===== config.mk =====
export PLATFORM = sky130hd
export DESIGN_NAME = tmc_timer
export DESIGN_NICKNAME = d
export VERILOG_FILES = /design/src/rtl/tmc_timer.v
export VERILOG_INCLUDE_DIRS = /design/src /design/src/rtl
export SDC_FILE = /design/constraint.sdc
export NUM_CORES = 1
export LEC_CHECK = 0
export BUFFER_PORTS_ARGS = -buffer_cell sky130_fd_sc_hd__buf_4
export CORE_UTILIZATION = 51
export CTS_CLUSTER_DIAMETER = 120
export DETAILED_ROUTE_END_ITERATION = 8
export PLACE_DENSITY = 0.81
export SLEW_MARGIN = 10
export SYNTH_ARGS = -nofsm -noshare
export SYNTH_HDL_FRONTEND = slang
export SYNTH_SLANG_ARGS = --single-unit

===== constraint.sdc =====
create_clock -name mclk -period 2.7 [get_ports mclk]
set_clock_uncertainty 0.15 [all_clocks]
set_input_delay 0.54 -clock mclk [delete_from_list [all_inputs] [get_ports mclk]]
set_output_delay 0.54 -clock mclk [all_outputs]
set_load 0.02 [all_outputs]

===== src/rtl/tmc_timer_regs.vh =====
// Constants for the capture/split timer block.
// Assumes a single system clock; trigger sources arrive asynchronously.
`ifndef TMC_TIMER_REGS_VH
`define TMC_TIMER_REGS_VH
`define TMC_COUNT_RST   16'h0000
`define TMC_ZERO_BYTE   8'h00
`define TMC_FULL_BYTE   8'hFF
`define TMC_FULL_WORD   16'hFFFF
`define TMC_LOWDIV_TC   4'hB
`define TMC_SRC_NUM     8
`endif


===== src/rtl/tmc_timer.v =====
// Timer 2 core: capture with auto-zero, duty capture and split 8-bit modes.
// Assumes count ticks and trigger sources come from outside; ticks are
// single-cycle pulses on mclk, triggers are raw pins and get synchronised.
`timescale 1ns/10ps
`include "tmc_timer_regs.vh"
module tmc_timer #(
  parameter NSRC = `TMC_SRC_NUM
) (
  input  wire            mclk,
  input  wire            srst,
  // Trigger sources and selection
  input  wire [NSRC-1:0] triggerSources,
  input  wire [2:0]      triggerSelect,
  // Count ticks
  input  wire            highTick,
  input  wire [3:0]      lowTicks,
  input  wire [1:0]      lowClockSel,
  // Mode and control levels
  input  wire            splitSelect,
  input  wire            modeSelectHigh,
  input  wire            modeSelectLow,
  input  wire            captureReloadSelect,
  input  wire            controlBankSelect,
  input  wire            fallingEdgeEnable,
  input  wire            risingEdgeEnable,
  input  wire            overflowInterruptIgnore,
  input  wire            lowRunAutoClear,
  input  wire            bankBit5In,
  input  wire            bankBit4In,
  input  wire            bankBit6In,
  // Software run strobes
  input  wire            runSetPulse,
  input  wire            runClrPulse,
  input  wire            lowRunSetPulse,
  input  wire            lowRunClrPulse,
  // Software writes
  input  wire            countWrite,
  input  wire [15:0]     countWdata,
  input  wire            captureWrite,
  input  wire [15:0]     captureWdata,
  // Software flag clears
  input  wire            overflowFlagClr,
  input  wire            externalFlagClr,
  input  wire            lowOverflowFlagClr,
  // Counter and capture bytes
  output reg  [7:0]      countLowByte,
  output reg  [7:0]      countHighByte,
  output reg  [7:0]      captureReloadLow,
  output reg  [7:0]      captureReloadHigh,
  // Run bits, flags and mapped control bits
  output reg             mainRunBit,
  output reg             lowRunBit,
  output reg             overflowFlag,
  output reg             externalFlag,
  output reg             lowOverflowFlag,
  output reg             receiveClockSelect,
  output reg             transmitClockSelect,
  output reg             lowClockScaling,
  output reg             lowOverflowIntEnable,
  output reg             triggerPolarityInvert,
  // Events
  output reg             overflowEventOut,
  output wire            timerIrq
);

  // One-hot duty capture states
  localparam ST_IDLE  = 4'b0001;
  localparam ST_WAIT1 = 4'b0010;
  localparam ST_WAIT2 = 4'b0100;
  localparam ST_WAIT3 = 4'b1000;

  reg         trigSync1_reg;
  reg         trigSync2_reg;
  reg         trigPrev_reg;
  reg  [3:0]  dutyState_reg;
  reg  [3:0]  dutyState_next;
  wire        trigRaw;
  wire        trigLevel;
  wire        riseEdge;
  wire        fallEdge;
  wire        anyEdge;
  wire        enabledEdge;
  wire        dutyMode;
  wire        captureMode;
  wire        autoZero;
  wire        splitAutoZero;
  wire        reloadMode;
  wire        reloadTrig;
  wire        lowTick;
  wire        inWait1;
  wire        inWait2;
  wire        inWait3;
  wire        dutyCounting;
  wire        highRun;
  wire        highOvf;
  wire        lowOvf;
  wire        fullOvf;
  wire        dutyFirst;
  wire        dutySecond;
  wire        dutyThird;
  wire        ovfFlagSet;
  wire        lowFlagClr;
  wire        irqOvf;
  wire        irqLow;
  wire        overflowEvent_next;
  wire [15:0] countWord;

  // Select one source, then synchronise with two flops
  assign trigRaw = triggerSources[triggerSelect] ^ triggerPolarityInvert;
  always @(posedge mclk) begin
    trigSync1_reg <= trigRaw;
    trigSync2_reg <= trigSync1_reg;
  end
  // Only the second flop stage feeds the edge detector
  assign trigLevel = trigSync2_reg;
  // Follows the level through reset, so a high pin gives no false edge
  always @(posedge mclk) begin
    trigPrev_reg <= trigLevel;
  end
  assign riseEdge    = trigLevel & ~trigPrev_reg;
  assign fallEdge    = ~trigLevel & trigPrev_reg;
  assign anyEdge     = riseEdge | fallEdge;
  assign enabledEdge = (fallEdge & fallingEdgeEnable) | (riseEdge & risingEdgeEnable);

  // Mode decode
  assign dutyMode = ~splitSelect & modeSelectHigh & captureReloadSelect & ~modeSelectLow;
  assign captureMode   = captureReloadSelect & ~modeSelectHigh;
  assign autoZero      = captureMode & modeSelectLow & ~splitSelect;
  assign splitAutoZero = splitSelect & ~modeSelectHigh & captureReloadSelect & modeSelectLow;
  // Only the reload-with-trigger mode reloads on a trigger edge
  assign reloadMode    = ~captureReloadSelect & ~modeSelectHigh & modeSelectLow;
  assign reloadTrig    = reloadMode & enabledEdge;

  assign lowTick   = lowTicks[lowClockSel];
  assign countWord = {countHighByte, countLowByte};
  // Duty capture progress
  assign inWait1    = (dutyState_reg == ST_WAIT1);
  assign inWait2    = (dutyState_reg == ST_WAIT2);
  assign inWait3    = (dutyState_reg == ST_WAIT3);
  assign dutyFirst  = dutyMode & inWait1 & riseEdge;
  assign dutySecond = dutyMode & inWait2 & anyEdge;
  assign dutyThird  = dutyMode & inWait3 & anyEdge;
  // Count is idle until the first edge and freezes on the third
  assign dutyCounting = (inWait2 | inWait3) & ~dutyThird;
  assign highRun = mainRunBit & highTick & (~dutyMode | dutyCounting);
  assign fullOvf = ~splitSelect & highRun & (countWord == `TMC_FULL_WORD);
  assign highOvf = splitSelect & highRun & (countHighByte == `TMC_FULL_BYTE);
  assign lowOvf  = splitSelect & lowRunBit & lowTick & (countLowByte == `TMC_FULL_BYTE);

  // Flag conditions and interrupt sources
  assign ovfFlagSet = highOvf | (fullOvf & ~receiveClockSelect & ~transmitClockSelect);
  assign lowFlagClr = lowOverflowFlagClr | (~controlBankSelect & bankBit5In);
  assign irqOvf     = overflowFlag & ~overflowInterruptIgnore;
  assign irqLow     = splitSelect & lowOverflowFlag & lowOverflowIntEnable;
  assign overflowEvent_next = splitSelect ? lowOvf : fullOvf;

  always @* begin
    dutyState_next = dutyState_reg;
    case (dutyState_reg)
      ST_IDLE: begin
        if (dutyMode & mainRunBit) begin
          dutyState_next = ST_WAIT1;
        end
      end
      ST_WAIT1: begin
        if (~dutyMode | ~mainRunBit) begin
          dutyState_next = ST_IDLE;
        end else if (dutyFirst) begin
          dutyState_next = ST_WAIT2;
        end
      end
      ST_WAIT2: begin
        if (~dutyMode | ~mainRunBit) begin
          dutyState_next = ST_IDLE;
        end else if (dutySecond) begin
          dutyState_next = ST_WAIT3;
        end
      end
      ST_WAIT3: begin
        if (~dutyMode | ~mainRunBit | dutyThird) begin
          dutyState_next = ST_IDLE;
        end
      end
      default: begin
        dutyState_next = ST_IDLE;
      end
    endcase
  end

  always @(posedge mclk) begin
    if (srst) begin
      dutyState_reg <= ST_IDLE;
    end else begin
      dutyState_reg <= dutyState_next;
    end
  end

  // Main run: the hardware clear on the third duty edge wins over a set
  always @(posedge mclk) begin
    if (srst) begin
      mainRunBit <= 1'b0;
    end else if (dutyThird) begin
      mainRunBit <= 1'b0;
    end else if (runSetPulse) begin
      mainRunBit <= 1'b1;
    end else if (runClrPulse) begin
      mainRunBit <= 1'b0;
    end
  end

  // Low run: the auto-clear on a high-byte wrap wins over a set
  always @(posedge mclk) begin
    if (srst) begin
      lowRunBit <= 1'b0;
    end else if (highOvf & lowRunAutoClear) begin
      lowRunBit <= 1'b0;
    end else if (lowRunSetPulse) begin
      lowRunBit <= 1'b1;
    end else if (lowRunClrPulse) begin
      lowRunBit <= 1'b0;
    end
  end

  // Counter bytes
  always @(posedge mclk) begin
    if (srst) begin
      countHighByte <= `TMC_ZERO_BYTE;
      countLowByte  <= `TMC_ZERO_BYTE;
    end else if (countWrite) begin
      {countHighByte, countLowByte} <= countWdata;
    end else if (splitSelect) begin
      // Two independent byte counters
      if (splitAutoZero & enabledEdge) begin
        countHighByte <= `TMC_ZERO_BYTE;
      end else if (highOvf | (reloadTrig & ~modeSelectHigh)) begin
        countHighByte <= captureReloadHigh;
      end else if (highRun) begin
        countHighByte <= countHighByte + 8'h01;
      end
      if (lowOvf) begin
        countLowByte <= captureReloadLow;
      end else if (lowRunBit & lowTick) begin
        countLowByte <= countLowByte + 8'h01;
      end
    end else if (dutyFirst) begin
      {countHighByte, countLowByte} <= `TMC_COUNT_RST;
    end else if (autoZero & enabledEdge) begin
      {countHighByte, countLowByte} <= `TMC_COUNT_RST;
    end else if (fullOvf & ~captureReloadSelect) begin
      {countHighByte, countLowByte} <= {captureReloadHigh, captureReloadLow};
    end else if (reloadTrig) begin
      {countHighByte, countLowByte} <= {captureReloadHigh, captureReloadLow};
    end else if (highRun) begin
      {countHighByte, countLowByte} <= countWord + 16'h0001;
    end
  end

  // Capture pair
  always @(posedge mclk) begin
    if (srst) begin
      captureReloadHigh <= `TMC_ZERO_BYTE;
      captureReloadLow  <= `TMC_ZERO_BYTE;
    end else if (captureWrite) begin
      {captureReloadHigh, captureReloadLow} <= captureWdata;
    end else if (dutySecond) begin
      {captureReloadHigh, captureReloadLow} <= countWord;
    end else if (splitSelect & captureMode & enabledEdge) begin
      captureReloadHigh <= countHighByte;
    end else if (~splitSelect & captureMode & enabledEdge) begin
      {captureReloadHigh, captureReloadLow} <= countWord;
    end
  end

  // Flags: a hardware set in the same cycle as a clear wins
  always @(posedge mclk) begin
    if (srst) begin
      overflowFlag    <= 1'b0;
      externalFlag    <= 1'b0;
      lowOverflowFlag <= 1'b0;
    end else begin
      if (ovfFlagSet) begin
        overflowFlag <= 1'b1;
      end else if (overflowFlagClr) begin
        overflowFlag <= 1'b0;
      end
      if (dutyMode) begin
        if ((dutySecond & fallEdge & fallingEdgeEnable)
            | (dutyThird & enabledEdge)) begin
          externalFlag <= 1'b1;
        end else if (externalFlagClr) begin
          externalFlag <= 1'b0;
        end
      end else if (enabledEdge) begin
        externalFlag <= 1'b1;
      end else if (externalFlagClr) begin
        externalFlag <= 1'b0;
      end
      if (lowOvf) begin
        lowOverflowFlag <= 1'b1;
      end else if (lowFlagClr) begin
        lowOverflowFlag <= 1'b0;
      end
    end
  end

  // Shared control bits routed by the bank select
  always @(posedge mclk) begin
    if (srst) begin
      lowOverflowIntEnable  <= 1'b0;
      triggerPolarityInvert <= 1'b0;
    end else if (controlBankSelect) begin
      lowOverflowIntEnable  <= bankBit4In;
      triggerPolarityInvert <= bankBit6In;
    end
  end

  always @(posedge mclk) begin
    if (srst) begin
      receiveClockSelect    <= 1'b0;
      transmitClockSelect   <= 1'b0;
      lowClockScaling       <= 1'b0;
    end else if (~controlBankSelect) begin
      receiveClockSelect    <= bankBit5In;
      transmitClockSelect   <= bankBit4In;
      lowClockScaling       <= bankBit6In;
    end
  end

  // Exported overflow pulse, one cycle after the wrap
  always @(posedge mclk) begin
    if (srst) begin
      overflowEventOut <= 1'b0;
    end else begin
      overflowEventOut <= overflowEvent_next;
    end
  end

  // Shared interrupt request
  assign timerIrq = irqOvf | externalFlag | irqLow;

endmodule // tmc_timer


### Word level (Yosys, flattened, before mapping)

Cells that the tools add are included.
Widths: inputs -> output; s select.

| cells by class | value |
|---|---|
| equality and inequality tests | 14 |
| order comparisons | 2 |
| add/subtract/negate cells | 3 |
| mux-type cells | 51 |
| reductions and logical operators | 13 |
| bitwise logic cells | 78 |

Operator list:

| cell | number |
|---|---|
| $mux 8 | 27 |
| $and 1x1->1 | 52 |
| $mux 4 | 6 |
| $add 16x1->16 const B | 1 |
| $add 8x1->8 const B | 2 |
| $eq 16x16->1 const B | 1 |
| $eq 8x8->1 const B | 2 |
| $pmux 4 s4 | 1 |
| $mux 1 | 15 |
| $not 1->1 | 13 |
| $or 1x1->1 | 12 |
| $reduce_bool 2->1 | 4 |
| $reduce_bool 7->1 | 1 |
| $ne 3x1->1 const B | 2 |
| $reduce_and 2->1 | 3 |
| $ne 5x1->1 const B | 1 |
| $eq 4x1->1 const B | 1 |
| $eq 4x2->1 const B | 1 |
| $eq 4x3->1 const B | 1 |
| $eq 4x4->1 const B | 1 |
| $lt 3x4->1 const B | 1 |
| $ne 4x1->1 const B | 1 |
| $reduce_and 4->1 | 1 |
| $reduce_bool 4->1 | 1 |
| 9 further kinds | 10 |

| storage, ports and cells | value |
|---|---|
| register bits after elaboration | 50 |
| input bits | 73 |
| output and inout port bits | 44 |

### Depth between registers and ports, before layout

| depth | value |
|---|---|
| depth after elaboration | 18 |
| gate-level depth with buffers | 9 |
| mapped depth without buffers | 8 |

### Worst setup path before layout

OpenSTA, ideal clock, no wires.

| path | value |
|---|---|
| path kind | reg2reg |
| start point | register countHighByte[0] |
| end point | register countHighByte[1] |
| path buffers | 0 |
| data arrival time | 2,136 ps |
| clock period less this slack | 2,422 ps |
| cell stages (with the launch flop) | 8 |
| path slack | 278 ps |
| required time | 2,413 ps |
| setup time | 137 ps |
| path through | dfxtp_1 > ha_1 > nand3_1 > nor3_2 > nor2_4 > mux2_1 > a221oi_1 > a311oi_1 |

| on the way | value |
|---|---|
| word-level cells in the longest chain between the ends | 8 |
| elaborated cells on any way between the ends | 21 |

Ends and longest elaborated chain:

| what | RTL line | RTL |
|---|---|---|
| start: declaration | tmc_timer.v:47 | `output reg [7:0] countHighByte,` |
| start signal: assignment | tmc_timer.v:227 | `` countHighByte <= `TMC_ZERO_BYTE; `` |
| start signal: assignment | tmc_timer.v:230 | `{countHighByte, countLowByte} <= countWdata;` |
| start signal: assignment | tmc_timer.v:234 | `` countHighByte <= `TMC_ZERO_BYTE; `` |
| $add 16x1->16 / $eq 16x16->1 (equally long branches) | - |  |
| $mux 8 / $and 1x1->1 (equally long branches) | tmc_timer.v:253, tmc_timer.v:146 |  |
| $mux 8 / $and 1x1->1 (equally long branches) | tmc_timer.v:251, tmc_timer.v:249 |  |
| $mux 8 | tmc_timer.v:249 | `end else if (fullOvf & ~captureReloadSelect) begin` |
| $mux 8 | tmc_timer.v:247 | `end else if (autoZero & enabledEdge) begin` |
| $mux 8 | tmc_timer.v:245 | `end else if (dutyFirst) begin` |
| $mux 8 | tmc_timer.v:231 | `end else if (splitSelect) begin` |
| $mux 8 | tmc_timer.v:229 | `end else if (countWrite) begin` |

Parallel ways exist; a longest one is shown, timed or not. The select of a mux whose other input is x is not followed.
A chain may end at the register's enable or synchronous reset.

### Final worst setup path

| path | value |
|---|---|
| start point | register trigPrev_reg |
| end point | register countHighByte[3] |

| on the way | value |
|---|---|
| word-level cells in the longest chain between the ends | 16 |
| elaborated cells on any way between the ends | 34 |

Ends and longest elaborated chain:

| what | RTL line | RTL |
|---|---|---|
| start: declaration | tmc_timer.v:74 | `reg trigPrev_reg;` |
| start signal: assignment | tmc_timer.v:118 | `trigPrev_reg <= trigLevel;` |
| $not 1->1 | tmc_timer.v:120 | `assign riseEdge = trigLevel & ~trigPrev_reg;` |
| $and 1x1->1 | tmc_timer.v:120 |  |
| $or 1x1->1 | tmc_timer.v:122 | `assign anyEdge = riseEdge \| fallEdge;` |
| $and 1x1->1 | tmc_timer.v:142 | `assign dutyThird = dutyMode & inWait3 & anyEdge;` |
| $not 1->1 | tmc_timer.v:144 | `assign dutyCounting = (inWait2 \| inWait3) & ~dutyThird;` |
| $and 1x1->1 | tmc_timer.v:144 |  |
| $or 1x1->1 | tmc_timer.v:145 | `assign highRun = mainRunBit & highTick & (~dutyMode \| dutyCounting);` |
| $and 1x1->1 | tmc_timer.v:145 |  |
| $and 1x1->1 (2 in series) | tmc_timer.v:146 | `` assign fullOvf = ~splitSelect & highRun & (countWord == `TMC_FULL_WORD); `` |
| $and 1x1->1 | tmc_timer.v:249 |  |
| $mux 8 | tmc_timer.v:249 |  |
| $mux 8 | tmc_timer.v:247 |  |
| $mux 8 | tmc_timer.v:245 |  |
| $mux 8 | tmc_timer.v:231 |  |
| $mux 8 | tmc_timer.v:229 |  |
| end signal: assignment | tmc_timer.v:230 |  |
| end signal: assignment | tmc_timer.v:246 | `` {countHighByte, countLowByte} <= `TMC_COUNT_RST; `` |
| end signal: assignment | tmc_timer.v:248 | `` {countHighByte, countLowByte} <= `TMC_COUNT_RST; `` |

Parallel ways exist; a longest one is shown, timed or not.

==> impl_results.md <==
* Sequential fraction of the synthesis area at 0.295
* Crit path kind: reg2reg
* Post-CTS Repair Setup Buffers at 0
* Initial core utilization at 0.531
* Final worst path period need at 2480 ps
* Max cap viols at 0
* Endpoints failing setup at 0
* CTS buffer count at 5
* Root Driver: clkbuf_8
* Data arrival time of the worst path at around 2500 ps
* Status: complete, no violations
* Syn Std Cell Area at 0.00339 mm²
* WHS at 185 ps
* Routed WL per cell at roughly 17 µm
* Die extent in x at roughly 84 µm
* Final Hold Fails at 0
* PD cells at between 400 and 500 mW/mm²
* Post-route ant nets at 0
* Nature of the critical path endpoint: flip-flop
* Pre-CTS setup slack at roughly 130 ps
* Logic pwr share at 0.315
* Count of cell types in the netlist at 64
* Total number of vias at 3,618
* First-pass GRT wire length at 16.7 mm
* Initial antenna violation count at 0
* Die height at 83.5 µm
* Vias in the first global route at 3,503
* Gr ovfl total at 0
* Largest area contributor in the netlist: dfxtp_1
* Syn nets at around 480
* Dpl hpwl at 7.53 mm
* Synth Area per Inst at 8.52 µm²
* Ys flop type: dfxtp_1
* Row count at 29
* Share of layout cells above drive strength 1 at 0.328
* DIE AREA at 0.00698 mm²
* Crit-path max FO at 7
* CTS tree: done
* Total power at 2.05 mW
* RePlAce Congestion at 0.966
* Syn. warnings at 0
* Met3 Wirelength at 748 µm
* Ys async rst share at 0
* Hold Crit Class: reg2reg
* Slew headroom at 0.549
* Clock slew at reported path FFs at 100 ps
* Placed cell count at 581
* Ant diodes at 0
* Internal at 1.38 mW
* Met2 WL post-DR at approximately 5 mm
* Clock Path Buffers at 2
* Core Footprint at 0.00639 mm²
* EDFF count, synth at 0
* Nets at 588
* GRT Util Overall at 0.293
* VDD IR-drop max at about 0.28 mV
* Met1 Wirelength at 4.29 mm
* Synth top cells by count: dfxtp_1, nor2_1, nand3_1
* Top routing layer in use: met4
* Slew @ Worst Pin at 676 ps
* Sw Share at 0.327
* Fin Setup TNS at 0 ps
* Max Slew Vio Count at 0
* Hold-fix buffers, CTS at 0
* Final worst setup slack at 221 ps
* Largest cells by area after synthesis: dfxtp_1, mux2i_1, nor2_1
* Largest net degree at the start of global routing at 46
* Htree depth at 2
* Cells after synthesis at roughly 400
* I/O pin total at 117
* Synth top area share at 0.295
* Tcrit/Tclk final at 0.918
* Pre-antenna DRT Iters at 7
* Seq cells post-synth at 50
* Later-pin clock latency in the skew report at 310 ps
* Clock sink total at 50
* Startpoint Class: flip-flop
* P&R area growth vs syn at 32.0%
* LEAKAGE at 1.98 nW
* DRT Wirelength at ~10 mm
* Sw Pwr at between 0.6 and 0.7 mW
* Reg power frac at 0.424
* Critical path required time at 2730 ps
* Post-DR vias/cell at 6.14
* I/O Buffers at 116
* Final Non-Filler Cells at 589
* RSZ-0062 raised after global routing: false
* Clock network power share at 0.261
* Peak Freq at 403 MHz
* DRT iter0 DRCs at 304
* DRC at 0
[power by group through the flow]
stage,clock (mW),sequential (mW),combinational (mW)
global placement,0,0.882,0.625
global route,0.576,0.878,0.697
floorplan,0,0.939,0.311
detailed placement,0,0.884,0.639
CTS,0.547,0.867,0.641
finish,0.534,0.869,0.645
[final timing paths]
path,from,end,slack [ps],cells after the start
max,trigPrev_reg$_DFF_P_,countHighByte[3]$_SDFFE_PP0P_,220,8
max reg2reg,trigPrev_reg$_DFF_P_,countHighByte[3]$_SDFFE_PP0P_,220,8
min,trigSync1_reg$_DFF_P_,trigLevel$_DFF_P_,190,0
min reg2reg,trigSync1_reg$_DFF_P_,trigLevel$_DFF_P_,190,0
[what timing repair did]
action | 4_1_cts | 5_1_grt
endpoints found under the hold margin | 0 | 0
gates resized for setup | 0 | 3
setup endpoints to repair | 0 | 14
[worst max-delay path, cell delays in order, from the launching register on]
cell and delay (ps):
dfxtp_1 350, inv_1 50, ha_1 260, a22oi_1 410, nor4b_4 110, nor2_4 260
mux2_1 350, a221oi_1 280, a311oi_1 130
[stage by stage]
stage / instance area [µm²] / utilization
4_1_cts: 4470 / 0.699
3_5_place_dp: 4360 / 0.682
5_1_grt: 4470 / 0.701
2_1_floorplan: 3390 / -
3_3_place_gp: 4360 / 0.682
6_report: 4470 / 0.701
[placed cells by master, fill, tap and decap left out, drive strengths merged, types with 4 or more instances in the layout]
cell type / count
buf: 136
ha: 4
a221oi: 9
inv: 11
nand2b: 5
nand4: 4
dfxtp: 50
clkbuf: 5
nand2: 22
xor2: 10
nor4b: 5
xnor2: 12
o21ai: 9
mux2: 7
mux2i: 26
a31oi: 4
nor4: 4
a311oi: 15
nand3: 37
nor3: 6
a21oi: 14
nor2: 52
a211oi: 19
[metal layers]
| layer | global-route usage | up-vias |
|---|---|---|
| met5 | 0 | - |
| met4 | 0.0801 | 0 |
| met3 | 0.0544 | 14 |
| met2 | 0.483 | 173 |
| met1 | 0.394 | 1702 |
| li1 | - | 1729 |
[layout make-up]
class                   instances  area (µm²)
clock buffers                   5        68.8
repair buffers                136        1020
inverters                      11        41.3
flip-flops and latches         50        1000
clock inverters                 3        40.0
fillers                       536        1910
multi-input cells             307        2200
well taps                      77        96.3
[logic make-up (layout without fill, tap and decap cells)]
family          count (synthesis)  after routing  share of synthesized area
buf+inv                        41            155                     0.0561
flops                          50             50                      0.295
xor+xnor                       22             22                     0.0568
simple gates                  154            154                      0.256
fa+ha+maj                       4              4                     0.0148
mux                            35             35                      0.113
compound gates                 92             92                      0.208
Note: power is estimated with default switching activity, not from simulation.
